$ cat config.mk
export PLATFORM = sky130hd
export DESIGN_NAME = dli_status_bank
export DESIGN_NICKNAME = d
export VERILOG_FILES = /design/src/common/dli_pkg.sv /design/src/design/dli_status_bank.sv
export SDC_FILE = /design/constraint.sdc
export NUM_CORES = 1
export LEC_CHECK = 0
export BUFFER_PORTS_ARGS = -buffer_cell sky130_fd_sc_hd__buf_4
export CAP_MARGIN = 40
export CORE_AREA = 5 5 77 79
export DETAILED_ROUTE_END_ITERATION = 16
export DIE_AREA = 0 0 82 84
export PLACE_DENSITY = 0.81
export SLEW_MARGIN = 10
export SYNTH_ARGS = -nofsm -noshare
export SYNTH_HDL_FRONTEND = slang
export SYNTH_SLANG_ARGS = --single-unit
$ cat constraint.sdc
create_clock -name clk_i -period 2.9 [get_ports clk_i]
set_input_delay 0.725 -clock clk_i [delete_from_list [all_inputs] [get_ports clk_i]]
set_output_delay 0.725 -clock clk_i [all_outputs]
set_load 0.01 [all_outputs]
$ cat src/common/dli_pkg.sv
// Package for the die link initiator status bank: register map, field
// positions, reset values and the carriers of the sequencer interface.
// Assumes a 32-bit classic Wishbone slave with word-aligned registers.
`default_nettype none

package dli_pkg;

	// Register indices; byte address is four times the index
	localparam logic [3:0] IDX_LINK_CONTROL_ZERO = 4'h0;
	localparam logic [3:0] IDX_LINK_ERROR_STATUS = 4'h2;
	localparam logic [3:0] IDX_LINK_PIN_BUSY_STATUS = 4'h3;
	localparam logic [3:0] IDX_TRANSACTION_ADDRESS_CAPTURE = 4'h4;

	// Control register fields
	localparam int POS_LINK_ENABLE = 7;
	localparam int POS_WAIT_LIMIT_HI = 3;

	// Error status fields
	localparam int POS_ERROR_SUMMARY = 7;
	localparam int POS_ACK_LINE_FAULT = 6;
	localparam int POS_CANCEL = 5;
	localparam int POS_TIMEOUT = 4;
	localparam int POS_TARGET_ERROR = 3;
	localparam int POS_PARITY_ERROR = 2;
	localparam int POS_PARITY_HI = 1;
	localparam int POS_PARITY_LO = 0;

	// Pin and busy status fields
	localparam int POS_TARGET_IRQ_MIRROR = 7;
	localparam int POS_INITIATOR_BUSY = 6;

	// Address capture fields
	localparam int POS_CAPTURE_DIRECTION = 15;
	localparam int POS_CAPTURE_BYTE_SIZE = 14;
	localparam int POS_CAPTURE_NONBLOCKING = 12;
	localparam int POS_CAPTURE_ADDR_HI = 7;

	// Reset values
	localparam logic [7:0] RST_LINK_CONTROL_ZERO = 8'h00;
	localparam logic [5:0] RST_ERROR_DETAIL = 6'h00;
	localparam logic [15:0] RST_ADDRESS_CAPTURE = 16'h0000;
	localparam logic [3:0] RST_ACK_WAIT_LIMIT = 4'h0;

	// Lines on the link data bus
	localparam int LINK_LINES = 8;

	// Transaction request from the sequencer
	typedef struct packed {
		logic capture_direction;   // 1 read, 0 write
		logic capture_byte_size;   // 1 byte, 0 halfword
		logic capture_nonblocking; // 1 non-blocking window
		logic [7:0] addr;          // Window-relative address
	} dli_req_s;

	// Acknowledge cycle sample from the sequencer
	typedef struct packed {
		logic [LINK_LINES-1:0] lines; // Data lines during acknowledge
		logic target_err;             // Target error signal
		logic [1:0] parity_rx;        // Parity sent by the target
		logic [1:0] parity_calc;      // Parity computed locally
	} dli_ack_s;

	// Transaction progress
	typedef enum logic [2:0] {
		ST_IDLE = 3'b001,
		ST_XFER = 3'b010,
		ST_WAIT = 3'b100
	} dli_state_e;

endpackage : dli_pkg

`default_nettype wire

$ cat src/design/dli_status_bank.sv
// Status and transaction-capture registers of a die link initiator.
// Assumes a classic Wishbone master, a sequencer on clk_i that presents
// requests and acknowledge samples, and a link clock and target interrupt
// that arrive from outside and are synchronised here.
//
// Notes on behaviour
// Summary error flag, bit 7, sets on any of the five detail errors.
// Writing one clears the summary flag; writing zero leaves it.
// Error interrupt follows the summary flag with no local mask.
// Bit 6 sets when any data line reads low in the acknowledge cycle.
// Detail flags are read-only and clear with the summary flag.
// Bit 5 sets when a request is dropped for idle while error pends.
// Bit 4 sets when the target fails to acknowledge in time.
// Bit 3 sets when the target error signal shows during acknowledge.
// Bit 2 sets when received parity differs from computed parity.
// Bits 1 and 0 hold the received parity bits, read-only.
// Status one bit 7 mirrors the target interrupt pin, not writable.
// Target clears its own interrupt; no clear exists here.
// Status one bit 6 reads one while a transaction is in progress.
// Address capture loads at the start of every new transaction.
// Capture bit 15 is direction, one for read.
// Capture bit 14 is size, one for an 8-bit transfer.
// Capture bit 12 is mode, one for non-blocking.
// Capture bits 7:0 hold the window-relative address.
// After link enable is set, write-once configuration writes are ignored.
// While the summary flag is set, capture freezes and requests become idle.
// Timeout comes after the programmed link clock cycles without acknowledge.
// Target sends two parity bits in the final acknowledge cycle.
// Reserved bits of status one and the capture read as zero.
`default_nettype none

module dli_status_bank
	import dli_pkg::*;
(
	input wire logic clk_i,
	input wire logic rst_i,
	// Wishbone slave
	input wire logic wb_cyc_i,
	input wire logic wb_stb_i,
	input wire logic wb_we_i,
	input wire logic [5:0] wb_adr_i,
	input wire logic [3:0] wb_sel_i,
	input wire logic [31:0] wb_dat_i,
	output logic [31:0] wb_dat_o,
	output logic wb_ack_o,
	// Sequencer side, same clock
	input wire logic req_valid_i,
	input wire dli_pkg::dli_req_s req_i,
	input wire logic last_cycle_i,
	input wire logic ack_valid_i,
	input wire dli_pkg::dli_ack_s ack_i,
	output logic start_o,
	output logic idle_cmd_o,
	// Pins from outside the clock domain
	input wire logic link_clock_i,
	input wire logic target_irq_pin_i,
	// Configuration and status toward the rest of the initiator
	output logic link_enable_o,
	output logic [3:0] ack_wait_limit_o,
	output logic initiator_busy_o,
	output logic error_irq_o
);
	import dli_pkg::*;

	dli_state_e state;
	logic [7:0] control;
	logic error_summary_flag;
	logic [5:1] detail; // ack fault, cancel, timeout, target err, parity err
	logic [1:0] received_parity;
	logic [15:0] capture;
	logic [1:0] link_clock_sync;
	logic link_clock_prev;
	logic [1:0] irq_sync;
	logic [4:0] wait_count;
	logic wb_req;
	logic wb_wr;
	logic [4:0] wb_word;
	logic [3:0] wb_idx;
	logic summary_clear;
	logic ack_fault;
	logic parity_fault;
	logic target_fault;
	logic link_edge;
	logic timeout_hit;
	logic accept;
	logic cancel;
	logic detail_event;
	logic next_error_summary;

	// Word index from a byte address; upper bits must be zero to match
	function automatic logic [4:0] word_index(input logic [5:0] adr);
		word_index = {adr[5], adr[5:2]};
	endfunction : word_index

	// Bus request decode
	assign wb_req = wb_cyc_i & wb_stb_i;
	// Writes land on the acknowledge edge, while the master still holds the request
	assign wb_wr = wb_req & wb_we_i & wb_ack_o & wb_sel_i[0];
	assign wb_word = word_index(wb_adr_i);
	assign wb_idx = wb_word[3:0];

	// one-to-clear summary
	assign summary_clear = wb_wr & (wb_idx == IDX_LINK_ERROR_STATUS)
		& wb_dat_i[POS_ERROR_SUMMARY];

	// any low data line
	assign ack_fault = ack_valid_i & ~(&ack_i.lines);
	// parity compare
	assign parity_fault = ack_valid_i & (ack_i.parity_rx != ack_i.parity_calc);
	// error signal in the acknowledge cycle
	assign target_fault = ack_valid_i & ack_i.target_err;

	// requests pass only with no error pending
	// A request during a transfer is not started, and is cancelled only while an error pends
	assign accept = req_valid_i & state[0] & ~error_summary_flag;
	// dropped request
	assign cancel = req_valid_i & error_summary_flag;

	// Rising edge of the synchronised link clock
	assign link_edge = link_clock_sync[1] & ~link_clock_prev;

	// wait limit passed in link clock cycles
	assign timeout_hit = state[2] & ~ack_valid_i & link_edge
		& (wait_count == {1'b0, control[POS_WAIT_LIMIT_HI:0]});

	// any of the five detail events
	assign detail_event = ack_fault | parity_fault | cancel | timeout_hit | target_fault;

	// summary of all detail errors, set wins over clear
	always_comb
	begin
		next_error_summary = error_summary_flag & ~summary_clear;
		if (detail_event)
			next_error_summary = 1'b1;
	end

	// Wishbone acknowledge, one cycle after request, dropped after
	always_ff @(posedge clk_i)
	begin
		if (rst_i)
			wb_ack_o <= 1'b0;
		else
			wb_ack_o <= wb_req & ~wb_ack_o;
	end

	// Read data, unmapped indices read zero
	always_ff @(posedge clk_i)
	begin
		if (rst_i)
			wb_dat_o <= 32'h0000_0000;
		else if (wb_req & ~wb_ack_o & ~wb_word[4])
		begin
			unique case (wb_idx)
				IDX_LINK_CONTROL_ZERO:
					wb_dat_o <= {24'h00_0000, control};
				IDX_LINK_ERROR_STATUS:
					wb_dat_o <= {24'h00_0000, error_summary_flag, detail[5:1],
						received_parity};
				// reserved bits read zero
				IDX_LINK_PIN_BUSY_STATUS:
					wb_dat_o <= {24'h00_0000, irq_sync[1], initiator_busy_o, 6'h00};
				IDX_TRANSACTION_ADDRESS_CAPTURE:
					wb_dat_o <= {16'h0000, capture};
				default:
					wb_dat_o <= 32'h0000_0000;
			endcase
		end
		else
			wb_dat_o <= 32'h0000_0000;
	end

	// configuration is write-once after enable
	// Enable and limit load together; the write that enables freezes both
	always_ff @(posedge clk_i)
	begin
		if (rst_i)
			control <= RST_LINK_CONTROL_ZERO;
		else if (wb_wr & (wb_idx == IDX_LINK_CONTROL_ZERO) & ~control[POS_LINK_ENABLE])
			control <= {wb_dat_i[POS_LINK_ENABLE], 3'h0, wb_dat_i[POS_WAIT_LIMIT_HI:0]};
	end

	// Summary error flag
	always_ff @(posedge clk_i)
	begin
		if (rst_i)
			error_summary_flag <= 1'b0;
		else
			error_summary_flag <= next_error_summary;
	end

	// detail flags clear with summary, set wins
	always_ff @(posedge clk_i)
	begin
		if (rst_i)
			detail <= RST_ERROR_DETAIL[5:1];
		else
		begin
			// ack line fault
			detail[5] <= ack_fault | (detail[5] & ~summary_clear);
			// cancel
			detail[4] <= cancel | (detail[4] & ~summary_clear);
			// timeout
			detail[3] <= timeout_hit | (detail[3] & ~summary_clear);
			// target error
			detail[2] <= target_fault | (detail[2] & ~summary_clear);
			// parity error
			detail[1] <= parity_fault | (detail[1] & ~summary_clear);
		end
	end

	// received parity, R22: from the final acknowledge
	// Keeps latching while the buffers are frozen, so the last answer stays visible
	always_ff @(posedge clk_i)
	begin
		if (rst_i)
			received_parity <= 2'b00;
		else if (ack_valid_i)
			received_parity <= ack_i.parity_rx;
	end

	// load capture on start, R20: frozen while error pends
	always_ff @(posedge clk_i)
	begin
		if (rst_i)
			capture <= RST_ADDRESS_CAPTURE;
		else if (accept)
		begin
			capture <= 16'h0000;
			// direction
			capture[POS_CAPTURE_DIRECTION] <= req_i.capture_direction;
			// size
			capture[POS_CAPTURE_BYTE_SIZE] <= req_i.capture_byte_size;
			// mode
			capture[POS_CAPTURE_NONBLOCKING] <= req_i.capture_nonblocking;
			// address
			capture[POS_CAPTURE_ADDR_HI:0] <= req_i.addr;
		end
	end

	// Transaction progress: idle, transfer, waiting for acknowledge
	// An early acknowledge ends the transfer before its last cycle
	always_ff @(posedge clk_i)
	begin
		if (rst_i)
			state <= ST_IDLE;
		else
		begin
			unique case (state)
				ST_IDLE:
					if (accept)
						state <= ST_XFER;
				ST_XFER:
					if (ack_valid_i)
						state <= ST_IDLE;
					else if (last_cycle_i)
						state <= ST_WAIT;
				ST_WAIT:
					if (ack_valid_i | timeout_hit)
						state <= ST_IDLE;
				default:
					state <= ST_IDLE;
			endcase
		end
	end

	// link clock edges since the last transfer cycle
	// One bit wider than the limit, so the count cannot wrap onto a match
	always_ff @(posedge clk_i)
	begin
		if (rst_i)
			wait_count <= 5'h00;
		else if (~state[2])
			wait_count <= 5'h00;
		else if (link_edge)
			wait_count <= wait_count + 5'h01;
	end

	// Link clock synchroniser and edge history
	// Two flops settle the free clock; the third only keeps edge history
	always_ff @(posedge clk_i)
	begin
		if (rst_i)
		begin
			link_clock_sync <= 2'b00;
			link_clock_prev <= 1'b0;
		end
		else
		begin
			link_clock_sync <= {link_clock_sync[0], link_clock_i};
			link_clock_prev <= link_clock_sync[1];
		end
	end

	// interrupt pin mirror, R12: cleared only by the target
	// Only the second flop feeds the status read, never the first
	always_ff @(posedge clk_i)
	begin
		if (rst_i)
			irq_sync <= 2'b00;
		else
			irq_sync <= {irq_sync[0], target_irq_pin_i};
	end

	// Sequencer strobes
	always_ff @(posedge clk_i)
	begin
		if (rst_i)
		begin
			start_o <= 1'b0;
			idle_cmd_o <= 1'b0;
		end
		else
		begin
			start_o <= accept;
			// idle instead of a transaction
			idle_cmd_o <= cancel;
		end
	end

	// Status and configuration outputs
	always_ff @(posedge clk_i)
	begin
		if (rst_i)
		begin
			initiator_busy_o <= 1'b0;
			error_irq_o <= 1'b0;
			link_enable_o <= 1'b0;
			ack_wait_limit_o <= RST_ACK_WAIT_LIMIT;
		end
		else
		begin
			// busy while a transaction runs
			initiator_busy_o <= accept | (initiator_busy_o & ~(ack_valid_i | timeout_hit));
			// Taken from the next value, so the interrupt never lags the flag
			// unmasked error interrupt
			error_irq_o <= next_error_summary;
			link_enable_o <= control[POS_LINK_ENABLE];
			ack_wait_limit_o <= control[POS_WAIT_LIMIT_HI:0];
		end
	end

endmodule : dli_status_bank

`default_nettype wire

Word level (Yosys, flattened, before mapping)
Cells that the tools add are included.
Operators by class
  reduce and logical (&&, ||, !) cells: 5
  equality and inequality tests: 11
  mux-type cells: 7
  add/sub/neg operators: 1
  bitwise logic cells: 49
Operator list (count)
  case mux 16 bit (4 select lines): 1
  bitwise AND 1 bit: 27
  two-way mux 3 bit: 4
  inverter 1 bit: 11
  bitwise OR 1 bit: 11
  case mux 3 bit (3 select lines): 1
  == test 4 x 2 -> 1 bit (second input constant): 2
  AND reduction 8 bit: 1
  adder 5 x 1 -> 5 bit (second input constant): 1
  == test 5 x 4 -> 1 bit: 1
  == test 4 x 3 -> 1 bit (second input constant): 1
  logical NOT 4 bit: 1
  inequality test 2 bit (second input constant): 2
  OR reduction 2 bit: 2
  == test 3 x 1 -> 1 bit (second input constant): 1
  == test 3 x 2 -> 1 bit (second input constant): 1
  == test 3 bit (second input constant): 1
  inequality test 3 bit (second input constant): 1
  AND reduction 3 bit: 1
  inequality test 2 bit: 1
  two-way mux 1 bit: 1
Word-level totals
  register bits: 78
  output and inout port bits: 42
  bits of input ports: 76
  logic and storage cells: 90

Logic depth before layout (Yosys ltp)
  depth after elaboration: 9
  gate-level depth with buffers: 6
  depth with buffers taken out: 4

Worst setup path before layout
Ideal clock, no wire load.
  path type: input -> register
  start point: input port wb_adr_i[2]
  end point: register control[0]
  slack: 1.012 ns
  stages: 6
  arrival time: 1.773 ns
  library setup time: 0.114 ns
  cell sequence: buf_6 nor4_4 and4_1 buf_6 mux2i_1 nor2_1
On the way
  cells in the longest elaborated chain, start to end: 3
Ends and longest elaborated chain
  from (decl): RTL line dli_status_bank.sv:41  | input wire logic [5:0] wb_adr_i,
  logical NOT 4 bit: RTL line dli_status_bank.sv:178  | else if (wb_wr & (wb_idx == IDX_LINK_CONTROL_ZERO) & ~control[POS_LINK_ENABLE])
  bitwise AND 1 bit (2 in series): RTL line dli_status_bank.sv:178
  to (signal assigned): RTL line dli_status_bank.sv:179  | control <= {wb_dat_i[POS_LINK_ENABLE], 3'h0, wb_dat_i[POS_WAIT_LIMIT_HI:0]};
  to (decl): RTL line dli_status_bank.sv:66  | logic [7:0] control;
Every way passes these cells.
A chain may end at the register's enable or synchronous reset.

Worst setup path in the final report
  start point: input port wb_adr_i[2]
  end point: register control[1]
Same word-level chain as after synthesis.

==> flow_metrics.py <==
metrics = {
    "synth": {
        "synth-main-ff-cell": "dfxtp_1",
        "synth_top_family_by_area": "simple AND/OR/NAND/NOR gates",
        "synthMuxAreaShare_pct": 3.73,
        "synth-adder-area-share_pct": 0.518,
        "synth_enable_flop_cells": 0,
        "post_synth_and_or_nand_nor_area_fraction_pct": 23.0,
        "cell_area_after_synthesis_sq_um": 2420,
        "average_size_of_a_mapped_cell_sq_um": 9.40,
        "synth_warnings": 0,
        "yosysUniqueCellTypes": 46,
        "compound_gate_fraction_of_synth_area_pct": 11.3,
        "synth.ff_latch_count": 57,
        "synth-seq-area-share_pct": 47.2,
        "synthesis.instances": 257,
        "synth-xor-area-share_pct": 3.63,
        "asyncSetResetFlopFracSynth_pct": 0,
    },
    "place": {
        "dpl.hpwl_um": 4000,
        "dp_cells": 380,
        "buffer_ports.inserted": 64,
        "dpl-instance-area_sq_um": 2830,
        "gpl.final_weighted_congestion": 0.803,
    },
    "worst_setup_path": {
        "cp_max_fo": 7,
        "critical_path.endpoint": "control[1]",
        "worstSetupStartpoint": "wb_adr_i[2]",
        "ws_path_type": "input pin to register",
        "ff2ff_path_depth": 4,
        "r2r-end": "error_irq_o",
        "rrSetupSlack_ps": 1370,
        "required_ps": 3120,
        "timing.critical_path.from_type": "input pin",
        "cp-end-kind": "register",
        "critPathArrivalTime_ps": 2020,
        "r2r_start": "link_clock_sync[1]",
    },
    "detailed_routing": {
        "first_pass_iters": 4,
        "via_per_inst": 4.84,
        "total_number_of_vias": 1917,
        "drc": 0,
        "post_drt_wl_per_cell_um": 13.7,
        "finalWirelength_um": 5430,
        "drtIter0Drc": 68,
        "detail-route-antenna-nets": 0,
    },
    "final_layout": {
        "layout.cells.most_common_list": "buf_4, dfxtp_1, nand2_1",
        "diodes": 0,
        "final_nets": 396,
        "post_layout_inst_area_sq_um": 3070,
        "layout.cells.most_common": "buf_4",
        "layout-drive-gt1-share_pct": 29.3,
        "final_util_pct": 58.2,
        "final_cells": 396,
        "syn_to_final_growth_pct": 26.9,
    },
    "floorplan": {
        "initial_utilization_pct": 45.8,
        "dieWidth_um": 82,
        "design.die.area_sq_um": 6890,
        "core-area_sq_um": 5270,
        "die-height_um": 84,
        "placement_rows": 27,
        "count_of_boundary_i_o_pins": 118,
    },
    "pwr": {
        "pwr_density_cell_nw_per_um2": 628,
        "irDropWorstVdd_mv": 0.269,
        "p_leak_nw": 1.26,
    },
    "timing": {
        "min_period_over_period_pct": 62.3,
        "slew_headroom_pct": 59.3,
        "final_count_of_hold_timing_violations": 0,
        "finClkSkew_ps": 7.76,
        "setup_total_negative_slack_ps": 0,
        "setup_viol": 0,
        "timing.final.max_slew_violations": 0,
        "shortest_clock_period_the_worst_path_allows_after_layout_ps": 1810,
        "rsz0062_at_grt": "false",
        "max_freq_mhz": 553,
        "max_slew.worst_pin.slew_ps": 608,
    },
    "worst_hold_path": {
        "hp-class": "register to register",
    },
    "grt": {
        "first_global_vias": 1918,
        "grt_resource_usage_total_pct": 16.5,
        "grt_antenna_before_repair": 0,
        "grt_start_max_net_pins": 42,
        "globalRouteOverflowTotal": 0,
        "grt_first_pass_wirelength_um": 8630,
    },
    "run": {
        "max_cap_violations": 0,
    },
    "clocking": {
        "clock_insertion_delay_worst_skew_ps": 340,
        "post_cts_resized": 0,
        "cts-root-to-sink-buffers": 2,
        "clock_tree.root_cell": "clkbuf_8",
        "htreeDepth": 3,
        "postCtsSetupBuffers": 0,
        "cts_buffers": 9,
        "cts_hold_buf": 0,
        "tritoncts_num_sinks": 57,
        "clkSlewWorstSetupHoldPaths_ps": 60,
        "tritoncts": "yes",
    },
    "run_status": {
        "outcome": "completed",
    },
}
## registers in the layout, summed over array words and instances (netlist names), 2 cells and up
signal and cells:
capture 11, wb_dat_o 11, control 5, detail 5
wait_count 5, ack_wait_limit_o 4, state 3, irq_sync 2
link_clock_sync 2, received_parity 2
## worst min-delay path by stage
stage	endpoint	start	depth (start not counted)	slack, ps
detailed placement	link_clock_sync[1]	link_clock_sync[0]	1	430
CTS	link_clock_sync[1]	link_clock_sync[0]	1	450
floorplan	irq_sync[1]	irq_sync[0]	1	410
global placement	link_clock_sync[1]	link_clock_sync[0]	1	420
finish	link_clock_sync[1]	link_clock_sync[0]	1	440
global route	link_clock_sync[1]	link_clock_sync[0]	1	470
## through the flow
step           setup slack (ps)  total power, mW  hold slack (ps)
2_1_floorplan              1010             1.02              414
3_3_place_gp                745             1.07              417
3_5_place_dp                721             1.08              433
4_1_cts                    1080             1.94              449
5_1_grt                     977             2.00              471
6_report                   1090             1.93              444
## synthesized netlist by cell type, drive strengths merged, types with 3 or more instances
| master | count | area [sq um] |
|---|---|---|
| xor2 | 5 | 43.8 |
| dfxtp | 57 | 1140 |
| nor4 | 4 | 40.0 |
| a22oi | 8 | 60.1 |
| buf | 27 | 215 |
| nor2 | 26 | 108 |
| nor2b | 11 | 68.8 |
| a21oi | 22 | 125 |
| nand2 | 33 | 124 |
| xnor2 | 5 | 43.8 |
| mux2i | 9 | 90.1 |
| inv | 3 | 11.3 |
| o21ai | 3 | 15.0 |
| and3 | 3 | 18.8 |
| clkbuf | 7 | 26.3 |
| nand4 | 5 | 31.3 |
## cell families after synthesis
logic type / count (synthesis)
AND/OR/NAND/NOR: 100
flip-flops: 57
AO/OA/AOI/OAI: 42
buffers and inverters: 37
XOR/XNOR: 10
multiplexers: 9
adder cells (fa/ha/maj): 1
other: 1
## worst max-delay path, stage by stage
cell and delay, ps:
buf_4 160, nor4_4 440, and4_1 410, mux2i_1 220
nor2_1 60
## cell type report
cell class,count,area (sq um)
fillers,471,2200
flip-flops and latches,57,1140
multi-input cells,183,1100
repair buffers,65,488
clock buffers,12,165
well taps,72,90.1
clock inverters,4,73.8
inverters,3,11.3
## report_power, final
group / switching, mW / total, mW / leakage (nW) / internal, mW
clock network: 0.310 / 0.864 / 0.123 / 0.554
logic: 0.113 / 0.208 / 0.677 / 0.0949
registers: 0.0325 / 0.854 / 0.464 / 0.821
## metal layers
metal	vias up	global-route usage, %	wire length [um]
met1	882	17.9	2190
met3	12	4.54	351
met4	0	9.67	138
li1	955	-	-
met5	-	0	0
met2	68	28.0	2750
No activity file was read; power rests on OpenSTA's default activity.
